==> src/common/nrzi_codec_defines.svh <==
// Purpose: Timing counts and fixed values for the multitrack NRZI codec.
// Assumes: Delay ticks arrive at 32 times the character frequency.
// Notes:   Definitions only; included by bare name.
`ifndef NRZI_CODEC_DEFINES_SVH
`define NRZI_CODEC_DEFINES_SVH

// Delay ticks in one character period.
`define TICKS_PER_CHAR   6'h20
// Fixed write delay of the reference track, a quarter character.
`define REF_DELAY        5'h08
// Read capture window length in ticks, half a character period.
`define READ_WIN_TICKS   5'h10
// Head current direction that defines erased tape.
`define ERASE_DIR        1'b0
// Data tracks used in seven-track operation.
`define SEVEN_DATA_BITS  6

`endif

==> src/common/nrzi_codec_pkg.sv <==
// Purpose: Types shared by the multitrack NRZI codec.
// Assumes: Nothing beyond the defines header.
// Notes:   The read capture sequence uses one-hot codes.
package nrzi_codec_pkg;

   // Read capture window states.
   typedef enum logic [2:0] {
      RD_IDLE   = 3'b001,
      RD_GATHER = 3'b010,
      RD_EMIT   = 3'b100
   } rd_state_e;

   // Five-bit delay count in ticks.
   typedef logic [4:0] delay_t;

endpackage

==> src/logic/nrzi_multitrack_codec_deskew.sv <==
// Purpose: Multitrack NRZI write encoder with write deskew, and read decoder
//          with a capture window that removes inter-track skew.
// Assumes: All inputs are synchronous to CLK; read pulses are one cycle.
// Notes:   The top track is the parity track and the write reference.
`timescale 1ns/10ps
`default_nettype none
`include "nrzi_codec_defines.svh"

module nrzi_multitrack_codec_deskew #(
   parameter int TRACKS = 9
) (
   // Clock and reset.
   input  wire logic                      CLK,
   input  wire logic                      RST,
   // Mode selection.
   input  wire logic                      WR_MODE,
   input  wire logic                      SEVEN_TRACK,
   input  wire logic                      EVEN_PARITY,
   input  wire logic                      DENSITY_HIGH,
   // Tick at 32 times the character frequency.
   input  wire logic                      SKEW_TICK,
   // Write data from the controller.
   input  wire logic                      WR_STROBE,
   input  wire logic [TRACKS-2:0]         WR_DATA,
   input  wire logic [4*(TRACKS-1)-1:0]   DESKEW_SET,
   // Head drive.
   output logic                           HEAD_ON,
   output logic [TRACKS-1:0]              HEAD_DIR,
   // Read pulses from the rectified amplifiers.
   input  wire logic [TRACKS-1:0]         RD_PULSE,
   // Assembled read character.
   output logic [TRACKS-1:0]              RD_CHAR,
   output logic                           RD_VALID,
   output logic                           RD_PAR_ERR
);

   localparam int DW  = TRACKS - 1;
   localparam int REF = TRACKS - 1;

   // Refuse track counts that the seven-track mask and deskew nibbles
   // cannot serve, while the design is being elaborated.
   if (TRACKS < `SEVEN_DATA_BITS + 1 || TRACKS > 16) begin : g_bad_tracks
      $error("TRACKS must lie between 7 and 16");
   end

   // Parity over the data bits with the mode's selected sense.
   function automatic logic parity_bit(input logic [DW-1:0] d,
                                       input logic even);
      parity_bit = even ? ^d : ~(^d);
   endfunction

   // Tracks in use for the current track count.
   function automatic logic [TRACKS-1:0] used_mask(input logic seven);
      logic [TRACKS-1:0] m;
      m = '1;
      if (seven) begin
         m = '0;
         m[REF] = 1'b1;
         m[`SEVEN_DATA_BITS-1:0] = '1;
      end
      used_mask = m;
   endfunction

   logic                      even_sel;
   logic [TRACKS-1:0]         mask;
   logic [DW-1:0]             data_m;
   logic [TRACKS-1:0]         wr_char;
   logic [TRACKS-1:0]         start;
   logic [TRACKS-1:0]         fire;
   nrzi_codec_pkg::delay_t    delay_sel [TRACKS];
   logic [TRACKS-1:0]         head_r;
   logic                      head_on_r;

   // Even parity only in seven-track mode; nine-track is forced odd.
   assign even_sel = SEVEN_TRACK && EVEN_PARITY;
   // The mask is a net of its own, as a function result cannot be sliced.
   assign mask     = used_mask(SEVEN_TRACK);
   assign data_m   = WR_DATA & mask[DW-1:0];
   // Odd parity guarantees a one per character; even relies on the host.
   assign wr_char  = {parity_bit(data_m, even_sel), data_m};
   // A track starts its delay only when a one meets a write strobe.
   assign start = (WR_MODE && WR_STROBE) ? wr_char : '0;

   // Delay selection: reference fixed, others set when density is high.
   always_comb begin
      for (int i = 0; i < TRACKS; i++) begin
         delay_sel[i] = `REF_DELAY;
         if (i != REF && DENSITY_HIGH) begin
            delay_sel[i] = {1'b0, DESKEW_SET[4*i +: 4]};
         end
      end
   end

   // One delay channel per track.
   for (genvar g = 0; g < TRACKS; g++) begin : g_trk
      write_track_delay u_dly (
         .clk   (CLK),
         .rst   (RST),
         .tick  (SKEW_TICK),
         .start (start[g]),
         .delay (delay_sel[g]),
         .fire  (fire[g])
      );
   end

   // Head direction flip-flops: toggle per one, erased outside write mode.
   always_ff @(posedge CLK) begin
      if (RST || !WR_MODE) begin
         head_r <= {TRACKS{`ERASE_DIR}};
      end else begin
         head_r <= head_r ^ fire;
      end
   end

   // Head current flows whenever write mode is held.
   always_ff @(posedge CLK) begin
      if (RST) begin
         head_on_r <= 1'b0;
      end else begin
         head_on_r <= WR_MODE;
      end
   end

   assign HEAD_DIR = head_r;
   assign HEAD_ON  = head_on_r;

   // Read side.
   nrzi_codec_pkg::rd_state_e state_r;
   logic [TRACKS-1:0]         gather_r;
   logic [4:0]                win_r;
   logic [TRACKS-1:0]         char_r;
   logic                      valid_r;
   logic                      perr_r;
   logic                      any_pulse;
   logic                      win_end;

   // Any in-use track's pulse clocks the character; masked tracks are ignored.
   assign any_pulse = |(RD_PULSE & used_mask(SEVEN_TRACK));
   assign win_end   = SKEW_TICK && (win_r == `READ_WIN_TICKS - 5'h01);

   // Capture window sequence.
   always_ff @(posedge CLK) begin
      if (RST) begin
         state_r <= nrzi_codec_pkg::RD_IDLE;
      end else begin
         unique case (state_r)
            nrzi_codec_pkg::RD_IDLE: begin
               if (any_pulse) begin
                  state_r <= nrzi_codec_pkg::RD_GATHER;
               end
            end
            nrzi_codec_pkg::RD_GATHER: begin
               if (win_end) begin
                  state_r <= nrzi_codec_pkg::RD_EMIT;
               end
            end
            nrzi_codec_pkg::RD_EMIT: begin
               state_r <= nrzi_codec_pkg::RD_IDLE;
            end
            default: begin
               state_r <= nrzi_codec_pkg::RD_IDLE;
            end
         endcase
      end
   end

   // Window length counter, half a character in ticks.
   always_ff @(posedge CLK) begin
      if (RST || state_r != nrzi_codec_pkg::RD_GATHER) begin
         win_r <= 5'h00;
      end else if (SKEW_TICK) begin
         win_r <= win_r + 5'h01;
      end
   end

   // Deskew register: a pulse marks a one, silence leaves a zero.
   always_ff @(posedge CLK) begin
      if (RST || state_r == nrzi_codec_pkg::RD_EMIT) begin
         gather_r <= '0;
      end else if (state_r != nrzi_codec_pkg::RD_EMIT) begin
         gather_r <= gather_r | (RD_PULSE & used_mask(SEVEN_TRACK));
      end
   end

   // Output character, strobe and parity check.
   always_ff @(posedge CLK) begin
      if (RST) begin
         char_r  <= '0;
         valid_r <= 1'b0;
         perr_r  <= 1'b0;
      end else begin
         valid_r <= 1'b0;
         if (state_r == nrzi_codec_pkg::RD_EMIT) begin
            char_r  <= gather_r;
            valid_r <= 1'b1;
            // Odd sense wants a set reduction, even sense a clear one.
            perr_r  <= (^gather_r) == even_sel;
         end
      end
   end

   assign RD_CHAR    = char_r;
   assign RD_VALID   = valid_r;
   assign RD_PAR_ERR = perr_r;
endmodule

`default_nettype wire

==> src/logic/write_track_delay.sv <==
// Purpose: One track's write delay: fires a pulse a set number of ticks
//          after a start.
// Assumes: Ticks are one-cycle pulses at 32 times the character rate.
// Notes:   A delay of zero fires on the cycle after the start.
`timescale 1ns/10ps
`default_nettype none

module write_track_delay (
   // Clock and reset.
   input  wire logic                  clk,
   input  wire logic                  rst,
   // Timing and control.
   input  wire logic                  tick,
   input  wire logic                  start,
   input  wire nrzi_codec_pkg::delay_t delay,
   // Delayed event.
   output logic                       fire
);

   logic                   pending_r;
   nrzi_codec_pkg::delay_t cnt_r;

   // The pending delay ends once the tick count reaches the set delay.
   assign fire = pending_r && (cnt_r >= delay);

   // Pending flag: a start arms it, the fire ends it.
   always_ff @(posedge clk) begin
      if (rst) begin
         pending_r <= 1'b0;
      end else if (start) begin
         pending_r <= 1'b1;
      end else if (fire) begin
         pending_r <= 1'b0;
      end
   end

   // Tick counter, cleared by each start; counts ticks only while pending and holds at 31.
   always_ff @(posedge clk) begin
      if (rst || start) begin
         cnt_r <= 5'h00;
      end else if (pending_r && tick && cnt_r != 5'h1f) begin
         cnt_r <= cnt_r + 5'h01;
      end
   end

endmodule

`default_nettype wire

==> config.mk <==
export PLATFORM = sky130hd
export DESIGN_NAME = nrzi_multitrack_codec_deskew
export DESIGN_NICKNAME = d
export VERILOG_FILES = /design/src/common/nrzi_codec_pkg.sv /design/src/logic/nrzi_multitrack_codec_deskew.sv /design/src/logic/write_track_delay.sv
export VERILOG_INCLUDE_DIRS = /design/src /design/src/common
export SDC_FILE = /design/constraint.sdc
export NUM_CORES = 1
export LEC_CHECK = 0
export CAP_MARGIN = 10
export CORE_AREA = 2 2 140 142
export CTS_CLUSTER_DIAMETER = 120
export CTS_CLUSTER_SIZE = 20
export DETAILED_ROUTE_END_ITERATION = 12
export DIE_AREA = 0 0 142 144
export DONT_BUFFER_PORTS = 1
export GPL_TIMING_DRIVEN = 0
export PLACE_DENSITY = 0.43
export SYNTH_ARGS = -nofsm -noshare
export SYNTH_HDL_FRONTEND = slang
export SYNTH_HIERARCHICAL = 1
export SYNTH_SLANG_ARGS = --single-unit
==> constraint.sdc <==
create_clock -name CLK -period 2.4 [get_ports CLK]
set_input_delay 0.48 -clock CLK [delete_from_list [all_inputs] [get_ports CLK]]
set_output_delay 0.48 -clock CLK [all_outputs]
set_load 0.005 [all_outputs]
; Word-level counts from Yosys, hierarchy flattened
; Cells that the tools add are included.
[op_classes]
add_sub_neg = 10
magnitude_cmp = 9
n_eq_ne = 18
n_mux = 35
bitwise = 6
reduce_logical = 56
[op_table]
columns = cell, count
row1 = 5-bit by 1-bit adder with 5-bit output (second input constant), 10
row2 = 5-bit != test (second input constant), 9
row3 = 5-bit by 4-bit greater-or-equal comparator with 1-bit output, 8
row4 = 4-bit two-way mux, 8
row5 = 1-bit logical AND, 30
row6 = 9-bit two-way mux, 3
row7 = 1-bit two-way mux, 20
row8 = 9-bit AND, 2
row9 = 2-bit nonzero test, 9
row10 = 1-bit logical OR, 12
row11 = 9-bit OR, 1
row12 = 9-bit OR reduction, 1
row13 = 9-bit parity, 1
row14 = 9-bit bitwise XOR, 1
row15 = 8-bit AND, 1
row16 = 8-bit two-way mux, 1
row17 = 8-bit parity, 1
row18 = 3-bit two-way mux, 2
row19 = 3-bit one-hot mux with 2 select lines, 1
row20 = 5-bit by 4-bit equality test with 1-bit output (second input constant), 1
row21 = 5-bit by 4-bit greater-or-equal comparator with 1-bit output (second input constant), 1
row22 = 2-bit != test (second input constant), 2
row23 = 3-bit by 1-bit equality test with 1-bit output (second input constant), 1
row24 = 3-bit by 2-bit equality test with 1-bit output (second input constant), 1
row25 = 7 further kinds, 7
[word_totals]
regBits = 92
inputBits = 57
out_inout_bits = 21
elab_cells = 160

; Longest topological paths before layout
[depth]
word_depth = 7
ltp_mapped = 9

; Hierarchy
; The synthesis kept the hierarchy.
[modules_own_cells]
columns = module, n_inst, cells_each, area_per_inst_um2, seq_area_each_um2
row1 = write_track_delay, 9, 42, 429.2, 120.1
row2 = nrzi_multitrack_codec_deskew, 1, 182, 1727.9, 760.7

; Least setup slack after synthesis
; Ideal clock, no wire load.
[synth_path]
path_type = input -> register
startpoint = input port DENSITY_HIGH
endpoint = register head_r[7] (netlist: HEAD_DIR[7])
setup_time_ps = 128
arrival_time_ps = 1987
t_required_ps = 2272
slack_ps = 285
stages = 9
path_buffers = 1
path_cell_list = clkbuf_1 > and2_1 > ha_1 > nand2b_4 > a2111oi_4 > nor3_2 > o21a_1 > xnor2_1 > nor2_1
[synth_lines]
columns = item, line
row1 = from (decl), nrzi_multitrack_codec_deskew.sv:19  ; input wire logic DENSITY_HIGH,
row2 = to (signal assigned), nrzi_multitrack_codec_deskew.sv:109  ; head_r <= {TRACKS{`ERASE_DIR}};
row3 = to (signal assigned), nrzi_multitrack_codec_deskew.sv:111  ; head_r <= head_r ^ fire;
row4 = to (decl), nrzi_multitrack_codec_deskew.sv:71  ; logic [TRACKS-1:0] head_r;

==> impl_metrics.toml <==
[outcome]
outcome = "finished, final reports clean"

[placement]
dpl_worst_slack_ns = -0.2002
gp_congestion = 0.7640
placedCellCount = 809
dp_hpwl_mm = 9.327
portBuffers = 0

[clocking]
cts_tree = "built"
cts_resized = 0
hold_buffers = 0
cts_root_buf = "clkbuf_16"
cts_setup_buffers = 0
htreeDepth = 3
clock_sinks = 92
numCtsBuffers = 9
clkSlewWorstSetupHoldPaths_ns = 0.07
clk_latency_ns = 0.35
ctsLongestPathBuffers = 2

[worst_hold_path]
min_path_cells = 1
hp-start = "RST"
hold_end = "g_trk[7].u_dly/cnt_r[3]$_SDFFE_PP0P_"
hp-class = "in2reg"

[global_routing]
grt_usage = 0.1255
overflow = 0
grt_max_degree = 65
antenna_found_initial = 0
grt_use_met3 = 0.04967
grt_pass1_vias = 3939
met2_usage = 0.2070
gr-max-usage-layer = "met2"
grtUsageMet1 = 0.1527
grt_pass1_wl_mm = 19.92

[drt]
postRouteAntennaNets = 0
routed_wl_mm = 12.18
routedWlPerCell_microns = 14.76
post-route-drc-count = 0
via_per_inst = 4.686
drtIter0Drc = 103
dr.pass1.iters = 4
vias = 3866

[die]
coreArea_sq_um = 19080
start_util = 0.2930
fp-row-count = 51
die_h_microns = 144
die_w_microns = 142
dieArea_sq_um = 20450
pin_count = 78

[setup_path]
reg2reg_from = "g_trk[0].u_dly/cnt_r[0]$_SDFFE_PP0P_"
path_max_fanout = 10
r2r_end = "HEAD_DIR[0]$_SDFF_PP0_"
slowest_stage = "clkbuf_1"
ff2ff_path_depth = 8
critPathLaunchType = "primary input"
end_kind = "flip-flop"
path_class = "in2reg"
critPathMaxStageDelay_ns = 0.51
worstPathRequired_ns = 2.61
r2r_slack_ns = 0.52
path_cells = "clkbuf_1 -> and2_1 -> ha_1 -> nand2b_4 -> a2111oi_4 -> nor3_2 -> o21a_1 -> xnor2_1 -> nor2_1"
arrival_ns = 2.43

[synth]
synth_top_cell_area_share = 0.3295
yosys_warnings = 6
netlist_area_sq_um = 5590
synth.distinct_cells = 38
synth_area_leader_cell = "dfxtp_1"
synth_area_leaders = "dfxtp_1 33%, ha_1 15%, xnor2_1 4.9%"
avgSynthCellArea_sq_um = 9.983
yosysSeqAreaShare = 0.3295
ys_ff_latch = 92
syn_inst = 560

[timing]
period_needed_ns = 2.221
fin_skew_ns = 0.009197
drv_slew = 0
worst_pin_slew_ns = 1.018
max_freq_mhz = 450.2
max_slew_margin = 0.3196
setup_viol = 0
fin_ws_ns = 0.1790
hold_violations = 0
rsz0062_at_grt = "no"
post-route-period-util = 0.9254
tns_ns = 0

[power]
max-vdd-ir-drop_v = 0.0004164
p_int_w = 0.002775
seqPwrFrac = 0.440
power.leakage_nw = 2.644
combinationalPowerShare = 0.097
power_density_nw_per_um2 = 575.3
total_power_w = 0.003611
clockPowerShare = 0.462
swShare = 0.2317
net-switching-power_w = 0.0008366

[cells_and_area]
final_core_util = 0.3290
finalNetCount = 704
n_fill_cell = 1942
drive_above_1_share = 0.1414
diodes = 0
areaGrowthSynthToFinish_pct = 12.29
final_cells = 825

[job]
max_cap_viol_count = 0
## Yosys cell counts
| cell type | n |
|---|---|
| a2111oi_4 | 9 |
| a211oi_1 | 1 |
| a21oi_1 | 2 |
| a22o_1 | 10 |
| a22oi_1 | 1 |
| and2_1 | 24 |
| and3_1 | 16 |
| and3b_1 | 9 |
| and4_1 | 1 |
| buf_2 | 3 |
| buf_4 | 9 |
| clkbuf_1 | 5 |
| conb_1 | 2 |
| dfxtp_1 | 92 |
| ha_1 | 65 |
| inv_1 | 57 |
| mux2i_1 | 19 |
| nand2_1 | 13 |
| nand2b_1 | 10 |
| nand2b_4 | 9 |
| nand4_1 | 1 |
| nand4_2 | 9 |
| nor2_1 | 19 |
| nor2_2 | 1 |
| nor2b_1 | 1 |
| nor3_1 | 49 |
| nor3_2 | 18 |
| nor3b_1 | 4 |
| nor4_1 | 1 |
| o2111ai_1 | 1 |
| o21a_1 | 16 |
| o21ai_0 | 10 |
| o22ai_1 | 9 |
| or3b_2 | 9 |
| or4b_1 | 1 |
| xnor2_1 | 31 |
| xnor3_1 | 2 |
| xor2_1 | 21 |
## final cells by class
type / instances / area [sq um] / area share
well taps: 238 / 297.8 / 0.04744
flip-flops and latches: 92 / 1842 / 0.2934
clock inverters: 7 / 122.6 / 0.01953
plain buffers: 17 / 101.3 / 0.01615
multi-input cells: 405 / 3475 / 0.5535
inverters: 57 / 214.0 / 0.03408
clock buffers: 9 / 225.2 / 0.03588
## routing by layer
| layer | share of wire | up-vias |
|---|---|---|
| li1 | - | 1983 |
| met1 | 0.46 | 1807 |
| met2 | 0.46 | 70 |
| met3 | 0.072 | 6 |
| met4 | 0.0089 | 0 |
| met5 | 0 | - |
## critical path, delay by kind of cell
kind            cells  cell delay [ns]
xor+xnor            1             0.16
simple gates        4             0.51
compound gates      2             0.53
fa+ha+maj           1             0.23
buf+inv             1             0.51
## worst max-delay path by stage
stage / to / start / slack [ns] / cells past startpoint
6_report: HEAD_DIR[4]$_SDFF_PP0_ / DENSITY_HIGH / 0.18 / 9
3_3_place_gp: HEAD_DIR[4]$_SDFF_PP0_ / DENSITY_HIGH / -0.19 / 9
3_5_place_dp: HEAD_DIR[4]$_SDFF_PP0_ / DENSITY_HIGH / -0.20 / 9
5_1_grt: HEAD_DIR[4]$_SDFF_PP0_ / DENSITY_HIGH / 0.05 / 9
2_1_floorplan: HEAD_DIR[7]$_SDFF_PP0_ / DENSITY_HIGH / 0.29 / 9
4_1_cts: HEAD_DIR[4]$_SDFF_PP0_ / DENSITY_HIGH / 0.16 / 9
## metrics by stage
stage | hold WS [ns] | instance area (sq um)
2_1_floorplan | 0.4563 | 5632
3_3_place_gp | 0.4658 | 5929
3_5_place_dp | 0.4731 | 5929
4_1_cts | 0.1931 | 6277
5_1_grt | 0.1963 | 6277
6_report | 0.2170 | 6277
## logic make-up after synthesis
kind of cell             Yosys count  share of synthesized area
other                              2                   0.001343
adder cells (fa/ha/maj)           65                     0.1455
multiplexers                      19                    0.03402
flip-flops                        92                     0.3295
AO/OA/AOI/OAI                     59                     0.1065
XOR/XNOR                          54                    0.08953
AND/OR/NAND/NOR                  195                     0.2372
buffers and inverters             74                    0.05640
## cells in the final DEF (no fill, tap or decap), drive strengths merged
master    instances
a2111oi           9
a211oi            1
a21oi             2
a22o             10
a22oi             1
and2             24
and3             16
and3b             9
and4              1
buf              12
bufinv            3
clkbuf           14
clkinv            1
clkinvlp          2
conb             13
dfxtp            92
ha               65
inv              58
mux2i            19
nand2            13
nand2b           19
nand4            10
nor2             20
nor2b             1
nor3             67
nor3b             4
nor4              1
o2111ai           1
o21a             16
o21ai            10
o22ai             9
or3b              9
or4b              1
xnor2            31
xnor3             2
xor2             21
## power groups by stage
stage          clock network, W  registers (W)  logic [W]
2_1_floorplan                 0        0.00162   0.000303
3_3_place_gp                  0        0.00162   0.000351
3_5_place_dp                  0        0.00163   0.000358
4_1_cts                 0.00173        0.00159   0.000359
5_1_grt                 0.00180        0.00160   0.000397
6_report                0.00167        0.00159   0.000351
## flip-flops by register name (all words and copies together), names as in the netlist
register and flops:
HEAD_DIR 9, HEAD_ON 1, RD_CHAR 9, RD_PAR_ERR 1, RD_VALID 1, g_trk.u_dly/cnt_r 45, g_trk.u_dly/pending_r 9, gather_r 9
state_r 3, win_r 5
Note: power is estimated with default switching activity, not from simulation.
